===== config.mk =====
export PLATFORM = sky130hd
export DESIGN_NAME = bfps_top
export DESIGN_NICKNAME = d
export VERILOG_FILES = /design/src/bfps_pkg.sv /design/src/bfps_tmr_if.sv /design/src/bfps_qual_timer.sv /design/src/bfps_sync.sv /design/src/bfps_top.sv
export SDC_FILE = /design/constraint.sdc
export NUM_CORES = 1
export LEC_CHECK = 0
export BUFFER_PORTS_ARGS = -buffer_cell sky130_fd_sc_hd__buf_4
export CAP_MARGIN = 5
export CORE_MARGIN = 10
export CORE_UTILIZATION = 30
export DETAILED_ROUTE_END_ITERATION = 8
export HOLD_SLACK_MARGIN = 0.05
export PLACE_DENSITY = 0.49
export SETUP_SLACK_MARGIN = 0.15
export SLEW_MARGIN = 20
export SYNTH_ARGS = -nofsm -noshare
export SYNTH_HDL_FRONTEND = slang
export SYNTH_SLANG_ARGS = --single-unit

===== constraint.sdc =====
create_clock -name clk -period 6.12 [get_ports clk]
set_input_delay 1.53 -clock clk [delete_from_list [all_inputs] [get_ports clk]]
set_output_delay 1.53 -clock clk [all_outputs]
set_load 0.005 [all_outputs]

===== src/bfps_pkg.sv =====
// Shared constants and state type for the boost fault protection sequencer
package bfps_pkg;

  // Time base
  localparam int CLK_MHZ = 100;                 // System clock rate in MHz

  // Qualification and wait times, and switching frequencies, in their own units
  localparam int SC_TIME_NS     = 13000;        // Short-current persistence, ns
  localparam int OUTLOW_TIME_MS = 2;            // Output-low window at start-up, ms
  localparam int RETRY_TIME_MS  = 57;           // Wait before the single retry, ms
  localparam int ENLOW_TIME_MS  = 74;           // Enable-low time before full shutdown, ms
  localparam int FREQ_LO_KHZ    = 600;          // Low switching frequency, kHz
  localparam int FREQ_HI_KHZ    = 1200;         // High switching frequency, kHz

  // Derived cycle counts; least times round up
  localparam int SC_CYC     = (SC_TIME_NS * CLK_MHZ + 999) / 1000;
  localparam int OUTLOW_CYC = OUTLOW_TIME_MS * CLK_MHZ * 1000;
  localparam int RETRY_CYC  = RETRY_TIME_MS * CLK_MHZ * 1000;
  localparam int ENLOW_CYC  = ENLOW_TIME_MS * CLK_MHZ * 1000;

  // Switching period lengths in cycles, rounded down
  localparam int PER_W = 8;
  localparam logic [PER_W-1:0] PER_LO_CYC = PER_W'((CLK_MHZ * 1000) / FREQ_LO_KHZ);
  localparam logic [PER_W-1:0] PER_HI_CYC = PER_W'((CLK_MHZ * 1000) / FREQ_HI_KHZ);

  // Timer counter width, wide enough for the longest wait
  localparam int TMR_W = 24;

  // Synchroniser input count; the stage count is fixed at three
  localparam int SYNC_N = 12;

  // Sequencer states
  typedef enum logic [2:0] {
    ST_OFF,
    ST_STARTUP,
    ST_RUN,
    ST_EN_HOLD,
    ST_RETRY,
    ST_LATCHED,
    ST_THERMAL
  } bfps_state_t;

endpackage


===== src/bfps_tmr_if.sv =====
// Run and done handshake between the sequencer and its qualification timers
`timescale 1ns/1ps
interface bfps_tmr_if;
  logic run;   // Count while high, clear while low
  logic done;  // Limit exceeded, held while run stays high
  modport ctl (output run, input done);
  modport tmr (input run, output done);
endinterface


===== src/bfps_qual_timer.sv =====
// Saturating persistence timer: done once run has held longer than LIMIT cycles
`timescale 1ns/1ps
module bfps_qual_timer
  import bfps_pkg::*;
#(
  parameter int LIMIT = 1
) (
  input  wire logic clk,
  input  wire logic rst_n,
  bfps_tmr_if.tmr   tif
);

  localparam logic [TMR_W-1:0] LIM = TMR_W'(LIMIT);

  logic [TMR_W-1:0] cnt_ff;   // Cycles run has been high
  logic             done_ff;  // Limit passed

  // Count while running, restart whenever run drops
  always_ff @(posedge clk)
  begin
    if (!rst_n)
      cnt_ff <= '0;
    else if (!tif.run)
      cnt_ff <= '0;
    else if (cnt_ff != LIM)
      cnt_ff <= cnt_ff + TMR_W'(1);
  end

  // Done only after the full limit, a strict "longer than"
  always_ff @(posedge clk)
  begin
    if (!rst_n)
      done_ff <= 1'b0;
    else
      done_ff <= tif.run && (cnt_ff == LIM);
  end

  assign tif.done = done_ff;

endmodule


===== src/bfps_sync.sv =====
// Three-stage input synchroniser with agreement filter
`timescale 1ns/1ps
module bfps_sync #(
  parameter int N = 1
) (
  input  wire logic         clk,
  input  wire logic         rst_n,
  input  wire logic [N-1:0] din,
  output logic      [N-1:0] dout
);

  logic [N-1:0] s1_ff;   // Metastability catcher, read only by s2
  logic [N-1:0] s2_ff;   // Second stage
  logic [N-1:0] s3_ff;   // Third stage
  logic [N-1:0] out_ff;  // Accepted level

  // Shift chain; all zero after reset, so a floating pin reads inactive
  always_ff @(posedge clk)
  begin
    if (!rst_n)
    begin
      s1_ff <= '0;
      s2_ff <= '0;
      s3_ff <= '0;
    end
    else
    begin
      s1_ff <= din;
      s2_ff <= s1_ff;
      s3_ff <= s2_ff;
    end
  end

  // Accept a bit only once stages two and three agree
  always_ff @(posedge clk)
  begin
    if (!rst_n)
      out_ff <= '0;
    else
      out_ff <= (s2_ff & s3_ff) | (out_ff & (s2_ff | s3_ff));
  end

  assign dout = out_ff;

endmodule


===== src/bfps_top.sv =====
// Protection and enable sequencer for a boost converter
`timescale 1ns/1ps
module bfps_top
  import bfps_pkg::*;
#(
  parameter int OUTLOW_CYCLES = OUTLOW_CYC,
  parameter int RETRY_CYCLES  = RETRY_CYC,
  parameter int ENLOW_CYCLES  = ENLOW_CYC
) (
  input  wire logic clk,
  input  wire logic rst_n,
  input  wire logic en_pin,
  input  wire logic freq_sel_pin,
  input  wire logic soft_start_low,
  input  wire logic oc_trip,
  input  wire logic short_current_threshold,
  input  wire logic out_below_in,
  input  wire logic overvoltage_guard,
  input  wire logic overvoltage_clear,
  input  wire logic input_undervoltage_lock,
  input  wire logic over_temp,
  input  wire logic over_temp_clear,
  input  wire logic loop_off_req,
  input  wire logic out_in_regulation,
  output logic      power_sw_on,
  output logic      iso_sw_on,
  output logic      shutdown,
  output logic      latched_fault,
  output logic      sc_fault,
  output logic      out_low_fault,
  output logic      freq_hi
);

  // Synchronised pin levels
  logic [SYNC_N-1:0] pins_raw;     // Raw comparator and pin levels
  logic [SYNC_N-1:0] pins_s;       // After three-stage filter
  logic              en_s;         // Enable level
  logic              fsel_s;       // Frequency select level
  logic              ss_low_s;     // Soft-start held at ground
  logic              oc_s;         // Inductor current at limit
  logic              sc_s;         // Inductor above short-current level
  logic              olow_s;       // Output below input minus margin
  logic              ovp_s;        // Output above overvoltage level
  logic              ovclr_s;      // Output below level minus hysteresis
  logic              input_undervoltage_lock_s;       // Input undervoltage
  logic              ot_s;         // Overtemperature
  logic              otclr_s;      // Temperature fell by the hysteresis
  logic              loff_s;       // Loop asks pulse end

  assign pins_raw = {out_in_regulation, loop_off_req, over_temp_clear, over_temp,
                     input_undervoltage_lock, overvoltage_clear, overvoltage_guard,
                     out_below_in, short_current_threshold, oc_trip, soft_start_low,
                     freq_sel_pin};

  // Enable gets its own chain so its reset value can be the disabled level
  logic en_sync;                   // Filtered enable
  logic reg_s;                     // Output in regulation

  bfps_sync #(.N(SYNC_N)) u_sync (.clk(clk), .rst_n(rst_n), .din(pins_raw), .dout(pins_s));

  // Enable reads low until the pin settles, like the pull-down
  bfps_sync #(.N(1)) u_sync_en (.clk(clk), .rst_n(rst_n), .din(en_pin), .dout(en_sync));

  assign en_s     = en_sync;
  assign fsel_s   = pins_s[0];
  assign ss_low_s = pins_s[1];
  assign oc_s     = pins_s[2];
  assign sc_s     = pins_s[3];
  assign olow_s   = pins_s[4];
  assign ovp_s    = pins_s[5];
  assign ovclr_s  = pins_s[6];
  assign input_undervoltage_lock_s   = pins_s[7];
  assign ot_s     = pins_s[8];
  assign otclr_s  = pins_s[9];
  assign loff_s   = pins_s[10];
  assign reg_s    = pins_s[11];

  // Sequencer state
  bfps_state_t state_ff;           // Current state
  bfps_state_t nxt_state;          // Next state
  logic        retry_used_ff;      // Single retry already spent
  logic        sc_fault_ff;        // Short-current fault seen
  logic        olow_fault_ff;      // Output-low fault seen
  logic        ovp_block_ff;       // Switching held off by overvoltage
  logic        oc_limit_ff;        // Pulse ended by current limit
  logic        pwr_ff;             // Power switch drive
  logic        iso_ff;             // Isolation switch drive
  logic [PER_W-1:0] per_cnt_ff;    // Cycles left in period
  logic        period_start;       // First cycle of a period
  logic        sw_allowed;         // Pulses may be issued
  logic        sc_hit;             // Short-current fault this cycle
  logic        olow_hit;           // Output-low fault this cycle

  // Qualification timers
  bfps_tmr_if sc_t ();
  bfps_tmr_if ol_t ();
  bfps_tmr_if rt_t ();
  bfps_tmr_if el_t ();

  // Short current persistence; a switch node short trips the same path
  assign sc_t.run = sc_s && (state_ff == ST_STARTUP || state_ff == ST_RUN);
  // Window counts only while the output is low in start-up, restarting whenever it recovers
  assign ol_t.run = olow_s && (state_ff == ST_STARTUP);
  assign rt_t.run = (state_ff == ST_RETRY);
  assign el_t.run = (state_ff == ST_EN_HOLD);

  bfps_qual_timer #(.LIMIT(SC_CYC)) u_sc_tmr (.clk(clk), .rst_n(rst_n), .tif(sc_t));

  bfps_qual_timer #(.LIMIT(OUTLOW_CYCLES)) u_ol_tmr (.clk(clk), .rst_n(rst_n), .tif(ol_t));

  bfps_qual_timer #(.LIMIT(RETRY_CYCLES)) u_rt_tmr (.clk(clk), .rst_n(rst_n), .tif(rt_t));

  bfps_qual_timer #(.LIMIT(ENLOW_CYCLES)) u_el_tmr (.clk(clk), .rst_n(rst_n), .tif(el_t));

  assign sc_hit   = sc_t.done;
  assign olow_hit = (state_ff == ST_STARTUP && ol_t.done) || (state_ff == ST_RUN && olow_s);

  // Next state; heat wins, then enable, then faults
  always_comb
  begin
    nxt_state = state_ff;
    if (ot_s && state_ff != ST_THERMAL)
      nxt_state = ST_THERMAL;
    else
    begin
      case (state_ff)
        ST_OFF:
          if (en_s)
            nxt_state = ST_STARTUP;
        ST_STARTUP:
          if (!en_s)
            nxt_state = ST_EN_HOLD;
          else if (sc_hit)
            nxt_state = retry_used_ff ? ST_LATCHED : ST_RETRY;
          else if (olow_hit)
            nxt_state = ST_LATCHED;
          else if (reg_s)
            nxt_state = ST_RUN;
        ST_RUN:
          if (!en_s)
            nxt_state = ST_EN_HOLD;
          else if (olow_hit)
            nxt_state = ST_LATCHED;
          else if (sc_hit)
            nxt_state = retry_used_ff ? ST_LATCHED : ST_RETRY;
        ST_EN_HOLD:
          if (en_s)
            nxt_state = ST_STARTUP;
          else if (el_t.done)
            nxt_state = ST_OFF;
        ST_RETRY:
          if (!en_s)
            nxt_state = ST_OFF;
          else if (rt_t.done)
            nxt_state = ST_STARTUP;
        ST_LATCHED:
          // Only the low half of a toggle, or overtemperature, leaves here
          if (!en_s)
            nxt_state = ST_OFF;
        ST_THERMAL:
          if (otclr_s && !ot_s)
            nxt_state = en_s ? ST_STARTUP : ST_OFF;
        default:
          nxt_state = ST_OFF;
      endcase
    end
  end

  // State register
  always_ff @(posedge clk)
    if (!rst_n)
      state_ff <= ST_OFF;
    else
      state_ff <= nxt_state;

  // Retry bookkeeping; a fresh enable gives back the retry
  always_ff @(posedge clk)
  begin
    if (!rst_n)
      retry_used_ff <= 1'b0;
    else if (nxt_state == ST_RETRY)
      retry_used_ff <= 1'b1;
    else if (nxt_state == ST_STARTUP && (state_ff == ST_OFF || state_ff == ST_EN_HOLD))
      retry_used_ff <= 1'b0;
  end

  // Fault flags; a new fault wins over the toggle clear
  always_ff @(posedge clk)
  begin
    if (!rst_n)
    begin
      sc_fault_ff   <= 1'b0;
      olow_fault_ff <= 1'b0;
    end
    else
    begin
      if (sc_hit)
        sc_fault_ff <= 1'b1;
      else if (state_ff == ST_OFF && en_s)
        sc_fault_ff <= 1'b0;
      if (olow_hit && nxt_state == ST_LATCHED)
        olow_fault_ff <= 1'b1;
      else if (state_ff == ST_OFF && en_s)
        olow_fault_ff <= 1'b0;
    end
  end

  // Overvoltage hysteresis; the trip wins over the release
  always_ff @(posedge clk)
  begin
    if (!rst_n)
      ovp_block_ff <= 1'b0;
    else if (ovp_s)
      ovp_block_ff <= 1'b1;
    else if (ovclr_s)
      ovp_block_ff <= 1'b0;
  end

  // Period counter; frequency follows the select pin at each reload
  always_ff @(posedge clk)
  begin
    if (!rst_n)
      per_cnt_ff <= '0;
    else if (per_cnt_ff == '0)
      per_cnt_ff <= (fsel_s ? PER_HI_CYC : PER_LO_CYC) - PER_W'(1);
    else
      per_cnt_ff <= per_cnt_ff - PER_W'(1);
  end

  assign period_start = (per_cnt_ff == '0);

  // Pulses need an active state, good input, no overvoltage, soft-start released
  assign sw_allowed = (state_ff == ST_STARTUP || state_ff == ST_RUN) && en_s && !ot_s
                      && !input_undervoltage_lock_s && !ovp_block_ff && !ovp_s && !ss_low_s;

  // Current limit latch; cleared only by a new period
  always_ff @(posedge clk)
  begin
    if (!rst_n)
      oc_limit_ff <= 1'b0;
    else if (oc_s)
      oc_limit_ff <= 1'b1;
    else if (period_start)
      oc_limit_ff <= 1'b0;
  end

  // Power switch; cut at once, switched on only at a period start
  always_ff @(posedge clk)
  begin
    if (!rst_n)
      pwr_ff <= 1'b0;
    else if (!sw_allowed || oc_s || loff_s || (oc_limit_ff && !period_start))
      pwr_ff <= 1'b0;
    else if (period_start)
      pwr_ff <= 1'b1;
  end

  // Isolation switch; soft-start does not open it
  always_ff @(posedge clk)
  begin
    if (!rst_n)
      iso_ff <= 1'b0;
    else
      iso_ff <= !input_undervoltage_lock_s && !ot_s && (nxt_state == ST_STARTUP || nxt_state == ST_RUN
                || nxt_state == ST_EN_HOLD);
  end

  assign power_sw_on   = pwr_ff;
  assign iso_sw_on     = iso_ff;
  assign shutdown      = (state_ff == ST_OFF);
  assign latched_fault = (state_ff == ST_LATCHED);
  assign sc_fault      = sc_fault_ff;
  assign out_low_fault = olow_fault_ff;
  assign freq_hi       = fsel_s;
endmodule


**Word-level counts from Yosys, hierarchy flattened**

Cells that the tools add are included.

- Output and inout port bits: 7
- Input port bits: 15
- Word-level logic and storage cells: 138
- Register bits: 170

- Add/subtract/negate cells: 6
- Eq/ne operators: 20
- Bitwise gates (word level): 9
- Reductions and logical operators: 49
- Muxes and demuxes: 29

Operators by type and width:

| cell | count |
|---|---|
| 24-bit by 1-bit adder with 24-bit output, second input constant | 4 |
| 24-bit by 23-bit == test with 1-bit output, second input constant | 2 |
| 24-bit by 23-bit inequality test with 1-bit output, second input constant | 2 |
| 3-bit 2-to-1 mux | 15 |
| 12-bit bitwise AND | 2 |
| 24-bit by 11-bit == test with 1-bit output, second input constant | 1 |
| 24-bit by 18-bit == test with 1-bit output, second input constant | 1 |
| 24-bit by 11-bit inequality test with 1-bit output, second input constant | 1 |
| 24-bit by 18-bit inequality test with 1-bit output, second input constant | 1 |
| 12-bit bitwise OR | 2 |
| 1-bit logical AND | 22 |
| 3-bit one-hot mux with 7 select lines | 1 |
| 8-bit 2-to-1 mux | 2 |
| 8-bit by 1-bit subtractor with 8-bit output, second input constant | 2 |
| 3-bit == test, second input constant | 5 |
| 3-bit by 2-bit == test with 1-bit output, second input constant | 4 |
| 1-bit 2-to-1 mux | 11 |
| 2-bit nonzero test | 5 |
| 8-bit zero test | 1 |
| 1-bit logical OR | 8 |
| 2-bit AND reduction | 4 |
| 1-bit zero test | 7 |
| 3-bit by 1-bit == test with 1-bit output, second input constant | 2 |
| 3-bit zero test | 1 |
| other kinds (5) | 7 |

**Longest topological paths before layout**

- Word-level depth: 13
- Gate-level depth with buffers: 9
- Depth with buffers taken out: 8

**Cells and area by module**

A second synthesis with hierarchy kept.

- Cells, all modules: 848
- Area total of the unflattened synthesis: 7596.0 um^2

By module, submodules not included:

| module | area each (um^2) | seq. area each (um^2) | cells each | instances |
|---|---|---|---|---|
| bfps_sync at u_sync | 1440.1 | 960.9 | 125 | 1 |
| bfps_qual_timer at u_sc_tmr | 1308.8 | 500.5 | 157 | 1 |
| bfps_qual_timer at u_el_tmr | 1248.7 | 500.5 | 147 | 1 |
| bfps_qual_timer at u_ol_tmr | 1231.2 | 500.5 | 138 | 1 |
| bfps_qual_timer at u_rt_tmr | 1229.9 | 500.5 | 144 | 1 |
| bfps_top | 1021.0 | 360.3 | 127 | 1 |
| bfps_sync at u_sync_en | 116.4 | 80.1 | 10 | 1 |

**Worst setup path before layout**

OpenSTA, ideal clock, no wires.

- Kind: in2reg
- Start point: input port rst_n
- End point: register u_sc_tmr.cnt_ff[0]
- Path slack: 3.772 ns
- Buffers on the path: 1
- Arrival: 2.221 ns
- Cell stages on the path: 4
- Required time: 5.992 ns
- Setup time: 0.128 ns
- Cells stage by stage: nor2b_1 nand3_1 clkbuf_1 nor2_1

- Word-level cells in the longest chain between the ends: 1

Ends and longest elaborated chain:

| item | line | text |
|---|---|---|
| start: declaration | bfps_top.sv:11 | `input wire logic rst_n,` |
| 2-bit AND reduction (no line) | -- |  |
| end signal: assignment | bfps_qual_timer.sv:26 | `cnt_ff <= cnt_ff + TMR_W'(1);` |
| end: declaration | bfps_qual_timer.sv:15 | `logic [TMR_W-1:0] cnt_ff;` |

Every way passes these cells.
A chain may end at the register's enable or synchronous reset.

==> results.json <==
{
  "run_status": "complete, no violations",
  "hold_buffers": 0,
  "synth_compound_area_share_pct": 9.11,
  "grt_usage_pct": 9.14,
  "r2r_start": "per_cnt_ff[1]",
  "required_ns": 6.45,
  "total_power_uw": 2480,
  "routedWlPerCell_um": 11.8,
  "grt_pass1_vias": 4885,
  "post-cts-setup-buffers": 0,
  "synth-xor-area-share_pct": 9.39,
  "antenna_found_initial": 0,
  "start_util_pct": 30.4,
  "grt_max_degree": 72,
  "post-place-ws_ns": 2.44,
  "finalSetupViolCount": 0,
  "cpMaxStageDelayCell": "nand3_1",
  "fp.dieArea_um2": 30200,
  "synth_area_um2": 7090,
  "row_count": 56,
  "p_switching_uw": 651,
  "worstMarginPinSlew_ns": 1.02,
  "vias": 5259,
  "startpoint": "rst_n",
  "diodes": 0,
  "fmax_mhz": 316,
  "fill_cells": 2394,
  "rsz0062_at_grt": "no",
  "fin_setup_tns_ns": 0,
  "cts_buffers": 17,
  "vias_per_cell": 4.60,
  "cp.arrival_ns": 3.49,
  "layout-drive-gt1-share_pct": 7.03,
  "skew_ns": 0.0128,
  "drt_wl_total_um": 13500,
  "worstHoldPathType": "reg -> reg",
  "cap_violations": 0,
  "ys_ff_latch": 170,
  "async_flop_share_pct": 0,
  "synth_top_family_by_area": "simple AND/OR/NAND/NOR gates",
  "synth_cells": 803,
  "end_kind": "register",
  "p_clk_share_pct": 43.0,
  "internal_power_uw": 1830,
  "drv_slew": 0,
  "synthTopCellsByArea": "dfxtp_1, nor2_1, xnor2_1, xor2_1, and2_1",
  "die_h_um": 174,
  "combPwrFrac_pct": 9.2,
  "antenna_left": 0,
  "cpPeakStageDelay_ns": 0.76,
  "ctsResizeCount": 0,
  "critPathCapture": "u_sc_tmr.tif.done",
  "yosys_warnings": 0,
  "p_sw_share_pct": 26.3,
  "dp_hpwl_um": 8910,
  "synth.top_cell.area_share_pct": 48.0,
  "cts_tree": "done",
  "p_per_area_nw_per_um2": 306,
  "ys_top_cells_by_count": "dfxtp_1, nor2_1, nand2_1, and2_1, xnor2_1",
  "area_growth_pct": 14.4,
  "yosysSeqAreaShare_pct": 48.0,
  "startpoint_type": "input pin",
  "drc": 0,
  "clk_pin_slew_ns": 0.07,
  "clock_path_buffers": 2,
  "reg2reg_slack_ns": 3.81,
  "post-route-min-period_ns": 3.16,
  "drt_pass1_iterations": 5,
  "timing.final.ws_setup_ns": 2.96,
  "nets": 836,
  "cts_sinks": 170,
  "synthesis.nets": 827,
  "cp_max_fo": 71,
  "slew_headroom_pct": 31.6,
  "overflow": 0,
  "clockRootBuffer": "clkbuf_16",
  "synth_mux_area_share_pct": 0.424,
  "portBuffers": 21,
  "hold_viol": 0,
  "gp_congestion": 0.778,
  "r2r-end": "per_cnt_ff[6]",
  "drt-initial-drc-count": 311,
  "yosysMostFrequentCell": "dfxtp_1",
  "grt_first_pass_wirelength_um": 23400,
  "synth_cell_type_count": 51,
  "post_synth.cell_area_avg_um2": 8.83,
  "die_w_um": 174,
  "synth-main-ff-cell": "dfxtp_1",
  "pin_count": 22,
  "multi_input_comb_area_um2": 3480,
  "rr_worst_depth": 8,
  "worstSkewPairLatency_ns": 0.43,
  "critPathKind": "in -> reg",
  "synth_edf_count": 0,
  "register_area_um2": 3400,
  "synthAdderAreaFrac_pct": 1.59,
  "crit_chain": "buf_4, nor2b_1, nand3_1, nor3_1",
  "cts.htree.levels": 4,
  "post-route-period-util_pct": 51.7,
  "synth_top_area_cell": "dfxtp_1",
  "vdd_ir_drop_max_v": 0.000169,
  "synth_simple_gate_area_share_pct": 28.5,
  "p_seq_share_pct": 47.8,
  "core_area_um2": 23300,
  "total_leakage_power_uw": 0.00255
}
critical path, delay by kind of cell:
| family | cells | cell delay (ns) |
|---|---|---|
| buf+inv | 1 | 0.45 |
| simple gates | 3 | 1.49 |
cells in the final DEF, fill, tap and decap left out, types with 2 or more instances in the layout:
cell,netlist,final
a2111oi_0,2,2
a21boi_0,15,15
a21oi_1,29,29
a2bb2oi_1,3,3
and2_1,46,46
and3_1,7,7
and4_1,11,11
buf_4,0,21
clkbuf_16,0,17
clkinv_4,0,3
clkinvlp_4,0,2
dfxtp_1,170,170
ha_1,9,9
inv_1,24,24
inv_6,0,4
inv_8,0,3
mux2i_1,3,3
nand2_1,57,57
nand2b_1,3,3
nand3_1,40,40
nand3b_1,2,2
nand4_1,23,23
nor2_1,107,107
nor2b_1,17,17
nor3_1,21,21
nor4_1,12,12
nor4_2,3,3
nor4b_1,6,6
nor4bb_1,3,3
o21a_1,5,5
o21ai_0,35,35
o22ai_1,3,3
or3_1,16,16
or4_1,6,6
xnor2_1,43,43
xor2_1,33,33
worst min-delay path by stage:
stage,end,cells after the start,from,slack (ns)
floorplan,u_sync.s2_ff[0],1,u_sync.s1_ff[0],0.41
global placement,u_sync.s2_ff[3],1,u_sync.s1_ff[3],0.41
detailed placement,u_sync.s2_ff[0],1,u_sync.s1_ff[0],0.42
CTS,u_sync.s2_ff[0],1,u_sync.s1_ff[0],0.43
global route,u_sync.s2_ff[0],1,u_sync.s1_ff[0],0.46
finish,u_sync.s2_ff[9],1,u_sync.s1_ff[9],0.43
state kept, by name, summed over array words and instances (netlist names), 3 cells and up:
signal	count
per_cnt_ff	8
u_sync.s2_ff	12
u_rt_tmr.cnt_ff	24
u_sc_tmr.cnt_ff	24
u_sync.dout	12
u_el_tmr.cnt_ff	24
u_sync.s1_ff	12
u_sync.s3_ff	12
state_ff	3
u_ol_tmr.cnt_ff	24
logic make-up after synthesis:
family                   count (synthesis)
AND/OR/NAND/NOR                        385
buffers and inverters                   55
adder cells (fa/ha/maj)                  9
multiplexers                             3
flip-flops                             170
AO/OA/AOI/OAI                          105
XOR/XNOR                                76
power by group through the flow:
stage,clock network [uW],registers (uW),logic [uW]
floorplan,0,1190,189
global placement,0,1210,231
detailed placement,0,1210,231
CTS,1110,1180,232
global route,1150,1190,261
finish,1070,1190,228
final cells by class:
type / count / share of cell area, %
timing repair buffer: 21 / 1.94
inverter: 24 / 1.11
tap: 319 / 4.92
clock inverter: 14 / 1.93
sequential: 170 / 42.0
clock buffer: 18 / 5.29
multi-input combinational: 578 / 42.9
per-layer routing:
layer / wire (um) / GRT usage (%) / vias to the layer above
met2: 5770 / 13.5 / 54
met3: 508 / 3.09 / 17
met5: 0 / 0 / -
met1: 7060 / 12.0 / 2407
met4: 176 / 3.42 / 0
li1: - / - / 2781
per-stage QoR:
stage / cells / hold WS, ns / util (%) / cell area, um^2
finish: 1144 / 0.434 / 34.8 / 8110
global route: 1144 / 0.458 / 34.8 / 8110
CTS: 1144 / 0.435 / 34.8 / 8110
detailed placement: 1112 / 0.417 / 32.3 / 7530
global placement: 1112 / 0.414 / 32.3 / 7530
floorplan: 803 / 0.412 / - / 7090
No activity file was read; power rests on OpenSTA's default activity.
